<file path="src/ppdc_regs.vh">
// Constants for the pipelined presettable down-counter.
// Assumes inclusion by bare name from the counter design files.
`ifndef PPDC_REGS_VH
`define PPDC_REGS_VH

// Bits per section
`define PPDC_SEC_W        2
// Default number of sections, forty bits in all
`define PPDC_NSEC         20
// Section count reset value
`define PPDC_SEC_RST      2'h0
// Carry and pipeline flop reset value
`define PPDC_PIPE_RST     1'b0
// Active-low load strobe reset value: active, forces a load
`define PPDC_STROBE_RST   1'b0
// Final state detect reset value, mirrors the active strobe
`define PPDC_FINAL_RST    1'b1
// Section state decoded as final
`define PPDC_STATE_ZERO   2'h0
// Section state decoded one count before final
`define PPDC_STATE_ONE    2'h1
// Rated count clock in MHz
`define PPDC_RATE_MHZ     40
// Least legal preset value for a twenty-bit counter
`define PPDC_MIN_PRESET   10

`endif

</file>
<file path="src/ppdc_dibit.v">
// One two-bit presettable down-counter section with carry and decode flops.
// Assumes one clock, asynchronous active-low reset, and a shared count enable.
`timescale 1ns/1ps
`include "ppdc_regs.vh"

module ppdc_dibit #(
   parameter SW = `PPDC_SEC_W
) (
   mclk,
   nrst,
   countEn,
   carryIn,
   loadEn,
   presetBits,
   decodeChainIn,
   secQ,
   carryOut,
   decodeChainOut,
   stateOneDet
);
   input  wire          mclk;
   input  wire          nrst;
   input  wire          countEn;
   input  wire          carryIn;
   input  wire          loadEn;
   input  wire [SW-1:0] presetBits;
   input  wire          decodeChainIn;
   output wire [SW-1:0] secQ;
   output wire          carryOut;
   output wire          decodeChainOut;
   output wire          stateOneDet;

   reg [SW-1:0] sec_q;
   reg [SW-1:0] sec_d;
   reg          carry_q;
   reg          carry_d;
   reg          chain_q;
   reg          chain_d;

   // Compares the section state with a constant
   function isState;
      input [SW-1:0] val;
      input [SW-1:0] cmpVal;
      begin
         isState = (val == cmpVal);
      end
   endfunction

   always @* begin
      sec_d   = sec_q;
      carry_d = 1'b0;
      chain_d = isState(sec_q, `PPDC_STATE_ZERO) & decodeChainIn & ~loadEn;
      if (loadEn) begin
         sec_d   = presetBits;
         carry_d = 1'b0;
      end else if (carryIn) begin
         sec_d   = sec_q - {{(SW-1){1'b0}}, 1'b1};
         carry_d = isState(sec_q, `PPDC_STATE_ZERO);
      end
   end

   always @(posedge mclk or negedge nrst) begin
      if (!nrst) begin
         sec_q   <= `PPDC_SEC_RST;
         carry_q <= `PPDC_PIPE_RST;
         chain_q <= `PPDC_PIPE_RST;
      end else if (countEn) begin
         sec_q   <= sec_d;
         carry_q <= carry_d;
         chain_q <= chain_d;
      end
   end

   assign secQ           = sec_q;
   assign carryOut       = carry_q;
   assign decodeChainOut = chain_q;
   assign stateOneDet    = isState(sec_q, `PPDC_STATE_ONE) & decodeChainIn;
endmodule

</file>
<file path="src/ppdc_counter.v">
// Pipelined presettable binary down-counter built from two-bit sections.
// Assumes countEn, preset data and splitMode are synchronous to mclk and
// that the preset source never loads values too small for the decode pipeline.
`timescale 1ns/1ps
`include "ppdc_regs.vh"

// What this block does
// - Presettable binary down-counter up to forty bits, counting each enabled clock edge.
// - Optionally splits into two independent twenty-bit counters.
// - Built from two-bit sections with carry in, load and two data inputs.
// - A section reports final state when zero and the higher decode input is active.
// - Final-state decoding chains from the top section down to the lowest.
// - Every counter bit takes part in detecting the final state.
// - Lowest section decodes state one and drives the load strobe for all sections; when split, the lowest high-half section drives the high half.
// - Carry flop sets when carry in is active and the section is zero.
// - A set carry flop stays set one clock and feeds the next section up.
// - Toggling of higher sections is delayed through the carry pipeline.
// - Section n lags the binary sequence by n clocks; final detection stays correct.
// - Carry path and final-state decode path are kept separate.
// - Every fast path is a single logic level; speed independent of length.
// - Decode pipeline flops, gated by the strobe, drop detection one clock after it.
// - Lowest load flop decodes state one; active-low strobe so reset forces loading.
module ppdc_counter #(
   parameter NSEC = `PPDC_NSEC,
   parameter SW   = `PPDC_SEC_W
) (
   mclk,
   nrst,
   countEn,
   splitMode,
   presetData,
   countQ,
   finalStateDetect,
   presetLoadStrobeN
);
   localparam NB   = NSEC * SW;
   localparam HALF = NSEC / 2;

   input  wire          mclk;
   input  wire          nrst;
   input  wire          countEn;
   input  wire          splitMode;
   input  wire [NB-1:0] presetData;
   output wire [NB-1:0] countQ;
   output wire [1:0]    finalStateDetect;
   output wire [1:0]    presetLoadStrobeN;

   wire [NSEC-1:0] carryS;
   wire [NSEC-1:0] carryInS;
   wire [NSEC-1:0] chainInS;
   wire [NSEC-1:0] chainOutS;
   wire [NSEC-1:0] oneDetS;
   wire [NSEC-1:0] loadS;
   wire            loadLo;
   wire            loadHi;

   reg [1:0] strobeN_q;
   reg [1:0] strobeN_d;
   reg [1:0] final_q;
   reg [1:0] final_d;
   reg       split_q;

   // Next active-low strobe: fires one count before final, never twice in a row
   function nextStrobeN;
      input oneDet;
      input loading;
      begin
         nextStrobeN = ~(oneDet & ~loading);
      end
   endfunction

   // Load strobes for the low half and, when split, the high half
   assign loadLo = ~strobeN_q[0];
   assign loadHi = ~strobeN_q[1];

   genvar i;
   generate
      for (i = 0; i < NSEC; i = i + 1) begin : gSec
         if (i == 0) begin : gLow
            assign carryInS[i] = 1'b1;
         end else if (i == HALF) begin : gMidCarry
            assign carryInS[i] = split_q ? 1'b1 : carryS[i-1];
         end else begin : gCarry
            assign carryInS[i] = carryS[i-1];
         end

         if (i == NSEC - 1) begin : gTop
            assign chainInS[i] = 1'b1;
         end else if (i == HALF - 1) begin : gMidChain
            assign chainInS[i] = split_q ? 1'b1 : chainOutS[i+1];
         end else begin : gChain
            assign chainInS[i] = chainOutS[i+1];
         end

         if (i >= HALF) begin : gLoadHi
            assign loadS[i] = split_q ? loadHi : loadLo;
         end else begin : gLoadLo
            assign loadS[i] = loadLo;
         end

         ppdc_dibit #(
            .SW             (SW)
         ) uSec (
            .mclk           (mclk),
            .nrst           (nrst),
            .countEn        (countEn),
            .carryIn        (carryInS[i]),
            .loadEn         (loadS[i]),
            .presetBits     (presetData[i*SW +: SW]),
            .decodeChainIn  (chainInS[i]),
            .secQ           (countQ[i*SW +: SW]),
            .carryOut       (carryS[i]),
            .decodeChainOut (chainOutS[i]),
            .stateOneDet    (oneDetS[i])
         );
      end
   endgenerate

   // Load flops decode state one of the lowest section, or of section HALF for the high half when split, gated by the strobe itself
   always @* begin
      strobeN_d[0] = nextStrobeN(oneDetS[0], loadLo);
      if (split_q) begin
         strobeN_d[1] = nextStrobeN(oneDetS[HALF], loadHi);
      end else begin
         strobeN_d[1] = strobeN_d[0];
      end
      final_d = ~strobeN_d;
   end

   always @(posedge mclk or negedge nrst) begin
      if (!nrst) begin
         strobeN_q <= {2{`PPDC_STROBE_RST}};
         final_q   <= {2{`PPDC_FINAL_RST}};
      end else if (countEn) begin
         strobeN_q <= strobeN_d;
         final_q   <= final_d;
      end
   end

   // Mode is taken only on a low-half load, so when split a running high-half count can be torn apart
   always @(posedge mclk or negedge nrst) begin
      if (!nrst) begin
         split_q <= 1'b0;
      end else if (countEn && loadLo) begin
         split_q <= splitMode;
      end
   end

   assign finalStateDetect  = final_q;
   assign presetLoadStrobeN = strobeN_q;
endmodule

</file>
<file path="config.mk">
export PLATFORM = sky130hd
export DESIGN_NAME = ppdc_counter
export DESIGN_NICKNAME = d
export VERILOG_FILES = /design/src/ppdc_dibit.v /design/src/ppdc_counter.v
export VERILOG_INCLUDE_DIRS = /design/src
export SDC_FILE = /design/constraint.sdc
export NUM_CORES = 1
export LEC_CHECK = 0
export ABC_AREA = 0
export BUFFER_PORTS_ARGS = -buffer_cell sky130_fd_sc_hd__buf_2
export CAP_MARGIN = 10
export CELL_PAD_IN_SITES_DETAIL_PLACEMENT = 1
export CELL_PAD_IN_SITES_GLOBAL_PLACEMENT = 1
export CORE_MARGIN = 2
export CORE_UTILIZATION = 42
export DETAILED_ROUTE_END_ITERATION = 16
export PLACE_DENSITY_LB_ADDON = 0.05
export SYNTH_ARGS = -nofsm -noshare
export SYNTH_HDL_FRONTEND = slang
export SYNTH_SLANG_ARGS = --single-unit
</file>
<file path="constraint.sdc">
create_clock -name mclk -period 1.5 [get_ports mclk]
set_input_delay 0.3 -clock mclk [delete_from_list [all_inputs] [get_ports mclk]]
set_output_delay 0.3 -clock mclk [all_outputs]
set_load 0.02 [all_outputs]
</file>
==> flow_metrics.py, run 1 <==
metrics = {
    "status": {
        "outcome": "finished, final reports clean",
    },
    "synthesis": {
        "synth_most_common_cell": "dfrtp_1",
        "synth_commonest_cells": "dfrtp_1 (81), inv_1 (75), o21ai_0 (42)",
        "syn_area_um2": 4290,
        "yosysTopAreaCell": "dfrtp_1",
        "yosysTopAreaCellShare": 0.472,
        "synth_edf_count": 0,
        "ys.warnings.count": 0,
        "ys_seq_elements": 83,
        "async_reset_ff_frac": 1.00,
        "seq_area_frac_synth": 0.484,
        "syn_area_per_cell_um2": 9.67,
        "synth_nets": 510,
        "synthTopCellsByArea": "dfrtp_1 (47%), inv_1 (6.6%), ha_1 (6.4%)",
        "syn-instance-count": 444,
        "synth_cell_type_count": 38,
        "synth_flop_cell": "dfrtp_1",
    },
    "route": {
        "first_pass_iters": 4,
        "drc": 0,
        "ant_nets": 0,
        "vias": 3584,
        "wirelength_mm": 10.7,
        "avgViaCountPerCell": 5.33,
        "routedWlPerCell_um": 15.9,
        "drtIter0Drc": 64,
    },
    "place": {
        "hpwl_mm": 7.21,
        "io_buffers": 87,
        "place_ws_ns": 0.0284,
        "place.gp.congestion": 0.742,
    },
    "grt": {
        "grt_use_total": 0.198,
        "grt_max_degree": 43,
        "grt.overflow.total": 0,
        "grt_pass1_vias": 3739,
        "grt_antenna_before_repair": 0,
        "grt_first_pass_wirelength_mm": 18.0,
    },
    "cts": {
        "cts_buffers": 9,
        "clockBufferDepth": 2,
        "htreeDepth": 3,
        "cts_tree": "done",
        "cts_root_buffer": "clkbuf_8",
        "clk_pin_slew_worst_paths_ns": 0.10,
        "clock_sinks": 83,
        "clock_latency_ns": 0.35,
    },
    "sta": {
        "setup_tns_ns": 0,
        "period_share": 0.960,
        "period_needed_ns": 1.44,
        "relSlewSlack": 0.748,
        "fin_worst_skew_ns": 0.0148,
        "clock.fmax_ghz": 0.694,
        "worstMarginPinSlew_ns": 0.379,
        "maxSlewViolCount": 0,
        "rsz0062_at_grt": "no",
        "hold_viol": 0,
        "finalSetupViolCount": 0,
        "worst_slack_ns": 0.0600,
    },
    "layout": {
        "final_core_util": 0.527,
        "area_growth_pct": 21.0,
        "drive_gt1_frac": 0.256,
        "antenna_cells": 0,
        "final_nets": 601,
        "nFillCells": 1170,
    },
    "worst_setup_path": {
        "crit_path_max_fanout": 11,
        "worstPathRequired_ns": 1.20,
        "critPathLaunchType": "flop",
        "r2r_slack_ns": 0.08,
        "rr_worst_depth": 3,
        "r2r-end": "gSec[15].uSec.secQ[1]",
        "path_class": "reg -> out",
        "crit-reg2reg-launch": "presetLoadStrobeN[1]",
        "end_kind": "output pin",
        "arrival_ns": 1.14,
    },
    "worst_hold_path": {
        "hold_path.class": "in -> reg",
        "hold_depth": 2,
        "min_to": "split_q",
        "hp-start": "splitMode",
    },
    "die": {
        "fp.coreArea_um2": 9860,
        "io_pins": 88,
        "start_util": 0.435,
        "die-area_um2": 11000,
        "chipHeight_um": 105,
        "std_cell_rows": 36,
        "dieWidth_um": 105,
    },
    "power": {
        "ir_drop_v": 0.000710,
        "power_leakage_nw": 2.41,
        "power.density_nw_per_um2": 1530,
        "p_total_mw": 7.93,
    },
    "run": {
        "cap_violations": 0,
    },
}
## metrics by stage
stage | std cells | hold WS, ns | cell area (um2)
after global routing | 673 | 0.169 | 5190
after CTS | 668 | 0.156 | 5140
after floorplan | 444 | 0.00441 | 4290
after detailed placement | 651 | 0.247 | 4940
final | 673 | 0.178 | 5190
after global placement | 651 | 0.245 | 4940
## cell type report
| cell class | instances | area, um2 | area share |
|---|---|---|---|
| Clock buffer | 10 | 138 | 0.0265 |
| Clock inverter | 6 | 48.8 | 0.00939 |
| Inverter | 75 | 282 | 0.0542 |
| Multi-Input combinational cell | 257 | 1760 | 0.340 |
| Sequential cell | 83 | 2080 | 0.401 |
| Tap cell | 133 | 166 | 0.0320 |
| Timing Repair Buffer | 109 | 714 | 0.138 |
## per-layer routing
layer  wire (um)  global-route usage  vias to the layer above  share of wire
met5           0                   0                        -              0
met2        5370               0.344                       58           0.50
met3         350              0.0312                       10          0.033
met1        4900               0.257                     1757           0.46
met4         102              0.0514                        0         0.0095
li1            -                   -                     1759              -
## flip-flops by register name, indices dropped and copies added, names as in the netlist
| signal | cells |
|---|---|
| gSec.uSec.decodeChainOut | 19 |
| gSec.uSec.carryOut | 19 |
| gSec.uSec.secQ | 40 |
| finalStateDetect | 2 |
| presetLoadStrobeN | 2 |
| split_q | 1 |
## kinds of logic after synthesis
| kind of cell | Yosys count | synth area share |
|---|---|---|
| AOI/OAI and AO/OA | 129 | 0.188 |
| adders and majority gates | 22 | 0.0641 |
| buffers and inverters | 105 | 0.108 |
| DFF | 83 | 0.484 |
| muxes | 16 | 0.0417 |
| and+or+nand+nor | 89 | 0.114 |
## critical path: stages, from the launching register on
cell	delay [ns]
dfrtp_2	0.50
buf_12	0.17
buf_6	0.12
## power by group
group | total (mW) | internal [mW] | leakage (nW) | switching, mW
clock network | 1.54 | 0.662 | 0.0855 | 0.879
registers | 3.34 | 2.81 | 1.06 | 0.525
logic | 3.06 | 1.24 | 1.27 | 1.82
## worst max path at each step
stage                                  endpoint            startpoint
final                      presetLoadStrobeN[0]  presetLoadStrobeN[0]
after global routing      gSec[16].uSec.secQ[1]  presetLoadStrobeN[1]
after CTS                  presetLoadStrobeN[0]  presetLoadStrobeN[0]
after detailed placement  gSec[19].uSec.secQ[1]               split_q
after global placement    gSec[19].uSec.secQ[1]               split_q
after floorplan           gSec[10].uSec.secQ[0]  presetLoadStrobeN[0]
## cell usage in the layout, fill, tap and decap left out, drive strengths merged, types with 11 or more instances in the layout
| cell | netlist | layout |
|---|---|---|
| nand4 | 28 | 28 |
| inv | 75 | 77 |
| nand2 | 11 | 11 |
| o22ai | 16 | 16 |
| nand3 | 29 | 29 |
| buf | 20 | 108 |
| o21ai | 57 | 57 |
| a21oi | 19 | 19 |
| dfrtp | 81 | 81 |
| mux2i | 14 | 14 |
| ha | 22 | 22 |
## repair_timing
action	in CTS	in global routing
buffers inserted	0	4
endpoints found under the hold margin	21	0
gates cloned	0	1
resized for setup	4	5
pin swaps	0	2
endpoints found under the setup margin	2	3
hold buffers	1	0
No activity file was read; power rests on OpenSTA's default activity.
==> run 2, diff against run 1 <==
--- a/config.mk
+++ b/config.mk
@@ -12,9 +12,10 @@
 export CELL_PAD_IN_SITES_DETAIL_PLACEMENT = 1
 export CELL_PAD_IN_SITES_GLOBAL_PLACEMENT = 1
 export CORE_MARGIN = 2
-export CORE_UTILIZATION = 42
+export CORE_UTILIZATION = 45
 export DETAILED_ROUTE_END_ITERATION = 16
-export PLACE_DENSITY_LB_ADDON = 0.05
+export PLACE_DENSITY_LB_ADDON = 0.1
 export SYNTH_ARGS = -nofsm -noshare
 export SYNTH_HDL_FRONTEND = slang
+export SYNTH_HIERARCHICAL = 1
 export SYNTH_SLANG_ARGS = --single-unit
==> flow_metrics.py, run 2 <==
metrics = {
    "worst_setup_path": {
        "cp_cell_sequence": "mux2i_4 > buf_12 > clkbuf_16 > nor2b_1 > a221oi_2",
        "worstPathRequired_ns": 1.76,
        "critPathLaunchType": "flop",
        "crit_path_max_fanout": 15,
        "cpPeakStageDelay_ns": 0.42,
        "slowest_stage": "dfrtp_1",
        "arrival_ns": 1.70,
        "end_kind": "flop",
        "path_buf_inv": 2,
        "path_class": "reg -> reg",
        "critPathTopFamily": "flip-flops",
    },
    "grt": {
        "grt_pass1_vias": 3966,
        "grt_antenna_before_repair": 0,
        "grt_use_total": 0.198,
        "grt_max_degree": 61,
        "grt.overflow.total": 0,
        "grt_first_pass_wirelength_mm": 18.6,
    },
    "cts": {
        "cts_tree": "done",
        "cts_buffers": 9,
        "clockBufferDepth": 2,
        "clock_latency_ns": 0.35,
        "clk_pin_slew_worst_paths_ns": 0.08,
        "cts_root_buffer": "clkbuf_8",
        "htreeDepth": 3,
        "clock_sinks": 83,
    },
    "route": {
        "ant_nets": 0,
        "drc": 0,
        "avgViaCountPerCell": 5.38,
        "routedWlPerCell_um": 16.2,
        "drtIter0Drc": 68,
        "wirelength_mm": 11.4,
        "first_pass_iters": 6,
        "vias": 3777,
    },
    "power": {
        "pwr-share-comb": 0.326,
        "internal_power_mw": 4.30,
        "switching_share": 0.347,
        "clkPwrFrac": 0.249,
        "p_sw_mw": 2.29,
        "power_leakage_nw": 2.76,
        "power.density_nw_per_um2": 1140,
        "p_seq_frac": 0.426,
        "ir_drop_v": 0.000590,
    },
    "sta": {
        "hold_viol": 0,
        "maxSlewViolCount": 0,
        "period_needed_ns": 1.45,
        "finalSetupViolCount": 0,
        "fin_worst_skew_ns": 0.00499,
        "period_share": 0.963,
        "clock.fmax_ghz": 0.692,
        "worst_slack_ns": 0.0550,
    },
    "layout": {
        "final_cell_mix": "buf_2 (85), dfrtp_1 (80), inv_1 (79)",
        "final_core_util": 0.552,
        "largest_reg_flops": 40,
        "antenna_cells": 0,
        "design_area_um2": 5750,
        "final_nets": 628,
        "layout_commonest_cell": "buf_2",
        "drive_gt1_frac": 0.299,
        "area_growth_pct": 18.4,
    },
    "synthesis": {
        "syn_area_per_cell_um2": 10.6,
        "ys.warnings.count": 6,
        "syn-instance-count": 458,
        "syn_area_um2": 4860,
    },
    "run": {
        "cap_violations": 0,
    },
    "die": {
        "io_pins": 88,
        "chipHeight_um": 108,
        "start_util": 0.467,
        "fp.coreArea_um2": 10400,
        "die-area_um2": 11600,
        "dieWidth_um": 108,
        "std_cell_rows": 37,
    },
    "place": {
        "io_buffers": 87,
        "place_area_um2": 5460,
        "place.gp.congestion": 0.728,
        "hpwl_mm": 7.54,
        "place_ws_ns": 0.0798,
    },
    "status": {
        "outcome": "finished, final reports clean",
    },
    "worst_hold_path": {
        "hold_path.class": "in -> reg",
    },
}
-- run 2: cell type report --
type	instances	area [um2]
Clock buffer	13	159
Tap cell	136	170
Fill cell	1189	4660
Multi-Input combinational cell	279	2280
Inverter	80	304
Timing Repair Buffer	109	722
Clock inverter	2	35.0
Sequential cell	83	2080
-- run 2: repair_timing --
action / in CTS / in global routing
buffers inserted: 0 / 1
setup endpoints to repair: 0 / 8
resized for setup: 0 / 1
hold endpoints to repair: 23 / 0
hold buffers: 1 / 0
-- run 2: path summary, 6_finish.rpt --
check	slack [ns]	from	endpoint	cells after the start
min in group asynchronous	0.44	nrst	gSec[12].uSec/decodeChainOut	2
worst max-delay path	0.05	split_q	gSec[11].uSec/secQ[0]	5
worst min-delay path	0.20	splitMode	split_q	2
worst max register to register	0.05	split_q	gSec[11].uSec/secQ[0]	5
worst min register to register	0.47	finalStateDetect[0]	finalStateDetect[0]	2
max in group asynchronous	0.53	nrst	gSec[6].uSec/carryOut	3
-- run 2: layer usage --
metal  wire length (um)  share of wire  GRT usage  up-vias
met3                471          0.041     0.0478        7
met2               5530           0.49      0.323       61
met5                  0              0          0        -
li1                   -              -          -     1828
met1               5270           0.46      0.264     1881
met4                101         0.0089     0.0549        0
-- run 2: power by group through the flow --
stage / clock network, mW / logic (mW) / registers [mW]
after floorplan: 0 / 1.00 / 3.22
after global placement: 0 / 2.02 / 2.82
after detailed placement: 0 / 2.11 / 2.84
after CTS: 1.70 / 2.13 / 2.80
after global routing: 1.80 / 2.39 / 2.86
final: 1.64 / 2.14 / 2.80
-- run 2: worst reg2reg max path, cell delays in order, from the launching register on --
cell       delay, ns
dfrtp_1         0.42
mux2i_4         0.20
buf_12          0.14
clkbuf_16       0.17
nor2b_1         0.15
a221oi_2        0.27
-- run 2: stage by stage --
stage          std cells  hold WS (ns)  setup TNS (ns)  power [mW]
3_5_place_dp         682         0.277               0        4.95
6_report             702         0.196               0        6.59
4_1_cts              698         0.170               0        6.63
2_1_floorplan        462       0.00441           -9.48        4.22
5_1_grt              702         0.183        -0.00675        7.05
3_3_place_gp         682         0.280               0        4.84
==> run 3, diff against run 2 <==
==> constraint.sdc (replaced) <==
create_clock -name mclk -period 1.5 [get_ports mclk]
set_input_delay 0.075 -clock mclk [delete_from_list [all_inputs] [get_ports mclk]]
set_output_delay 0.075 -clock mclk [all_outputs]
set_load 0.02 [all_outputs]
==> flow_metrics.py, run 3 (same netlist as run 2, synthesis figures left out) <==
metrics = {
    "worst_setup_path": {
        "end_kind": "flop",
        "r2r_slack_ns": -0.006,
        "rr_worst_depth": 4,
        "crit_path_max_fanout": 34,
        "path_class": "reg -> reg",
        "worstPathRequired_ns": 1.76,
        "startpoint": "split_q",
        "critPathLaunchType": "flop",
        "r2r-end": "gSec[15].uSec/secQ[0]",
        "arrival_ns": 1.76,
        "crit-reg2reg-launch": "split_q",
    },
    "cts": {
        "cts_tree": "done",
        "cts_root_buffer": "clkbuf_8",
        "htreeDepth": 3,
        "clock_sinks": 83,
        "cts_setup_buffers": 0,
        "clock_latency_ns": 0.36,
        "clockBufferDepth": 2,
        "clk_pin_slew_worst_paths_ns": 0.08,
        "cts_buffers": 9,
    },
    "run": {
        "cap_violations": 0,
    },
    "grt": {
        "grt_first_pass_wirelength_mm": 18.9,
        "grt_pass1_vias": 4031,
        "grt_use_total": 0.202,
        "grt_antenna_before_repair": 0,
        "grt_max_degree": 61,
        "grt.overflow.total": 0,
    },
    "route": {
        "routedWlPerCell_um": 15.7,
        "drtIter0Drc": 141,
        "wirelength_mm": 11.0,
        "ant_nets": 0,
        "first_pass_iters": 6,
        "avgViaCountPerCell": 5.33,
        "vias": 3732,
        "drc": 0,
    },
    "sta": {
        "worst_slack_ns": -0.00559,
        "hold_slack_ns": 0.0553,
        "finalSetupViolCount": 1,
        "fin_worst_skew_ns": 0.00563,
        "period_share": 1.00,
        "hold_viol": 0,
        "period_needed_ns": 1.51,
        "maxSlewViolCount": 0,
        "rsz0062_at_grt": "yes",
        "clock.fmax_ghz": 0.664,
    },
    "power": {
        "p_total_mw": 6.34,
        "power.density_nw_per_um2": 1120,
        "ir_drop_v": 0.000532,
        "power_leakage_nw": 2.74,
    },
    "layout": {
        "design_area_um2": 5670,
        "final_nets": 625,
        "antenna_cells": 0,
        "layout_commonest_cell": "buf_2",
        "area_growth_pct": 16.7,
        "drive_gt1_frac": 0.294,
        "fin_cells": 700,
        "largest_reg_flops": 40,
        "nFillCells": 1220,
        "final_cell_mix": "buf_2 (85), inv_1 (80), dfrtp_1 (80)",
        "seqCellArea_um2": 2080,
        "multi_input_area_um2": 2280,
    },
    "worst_hold_path": {
        "hold_depth": 3,
        "hp-start": "presetData[22]",
        "min_to": "gSec[11].uSec/secQ[0]",
        "hold_path.class": "in -> reg",
    },
    "die": {
        "start_util": 0.467,
        "std_cell_rows": 37,
        "io_pins": 88,
        "die-area_um2": 11600,
        "fp.coreArea_um2": 10400,
        "dieWidth_um": 108,
        "chipHeight_um": 108,
    },
    "place": {
        "place_ws_ns": 0.000818,
        "place.gp.congestion": 0.700,
        "hpwl_mm": 7.88,
        "io_buffers": 87,
        "place_area_um2": 5490,
        "dp.cells": 682,
    },
    "status": {
        "violations": "setup timing",
        "outcome": "finished with violations",
    },
}
-- run 3: per-stage QoR --
step	utilization	TNS [ns]
final	0.544	-0.00559
after global routing	0.544	-0.850
after CTS	0.544	-0.0171
after detailed placement	0.527	0
after global placement	0.527	0
after floorplan	-	-9.48
-- run 3: worst max-delay path by stage --
stage / endpoint / slack (ns)
6_report: gSec[15].uSec/secQ[0] / -0.006
3_3_place_gp: gSec[13].uSec/secQ[0] / 0.13
5_1_grt: gSec[15].uSec/secQ[0] / -0.10
3_5_place_dp: gSec[15].uSec/secQ[0] / 0.0008
4_1_cts: gSec[15].uSec/secQ[0] / -0.02
2_1_floorplan: gSec[10].uSec/secQ[0] / -0.21
-- run 3: final cells by class --
type | instances | share of cell area
Inverter | 80 | 0.0530
Clock inverter | 6 | 0.00574
Multi-Input combinational cell | 279 | 0.403
Timing Repair Buffer | 106 | 0.119
Clock buffer | 10 | 0.0225
Tap cell | 136 | 0.0300
Sequential cell | 83 | 0.367
-- run 3: routing by layer --
metal  GRT usage  vias up  share of wire
li1            -     1814              -
met1       0.261     1839           0.46
met2       0.344       69           0.49
met3      0.0387       10          0.041
met4      0.0632        0          0.012
met5           0        -              0
-- run 3: worst max-delay path: stages, from the launching register on --
cell and delay [ns]:
dfrtp_1 0.42, mux2i_4 0.33, buf_12 0.21, and4b_1 0.23, a221oi_2 0.22
-- run 3: report_power, final --
group / total (mW) / switching [mW] / internal (mW)
clock: 1.42 / 0.828 / 0.588
sequential: 2.81 / 0.240 / 2.57
combinational: 2.11 / 1.26 / 0.851
-- run 3: repair_timing --
item | CTS | global route
setup endpoints to repair | 1 | 19
hold buffers | 2 | 0
resized for setup | 0 | 0
pin swaps | 0 | 1
endpoints found under the hold margin | 48 | 0
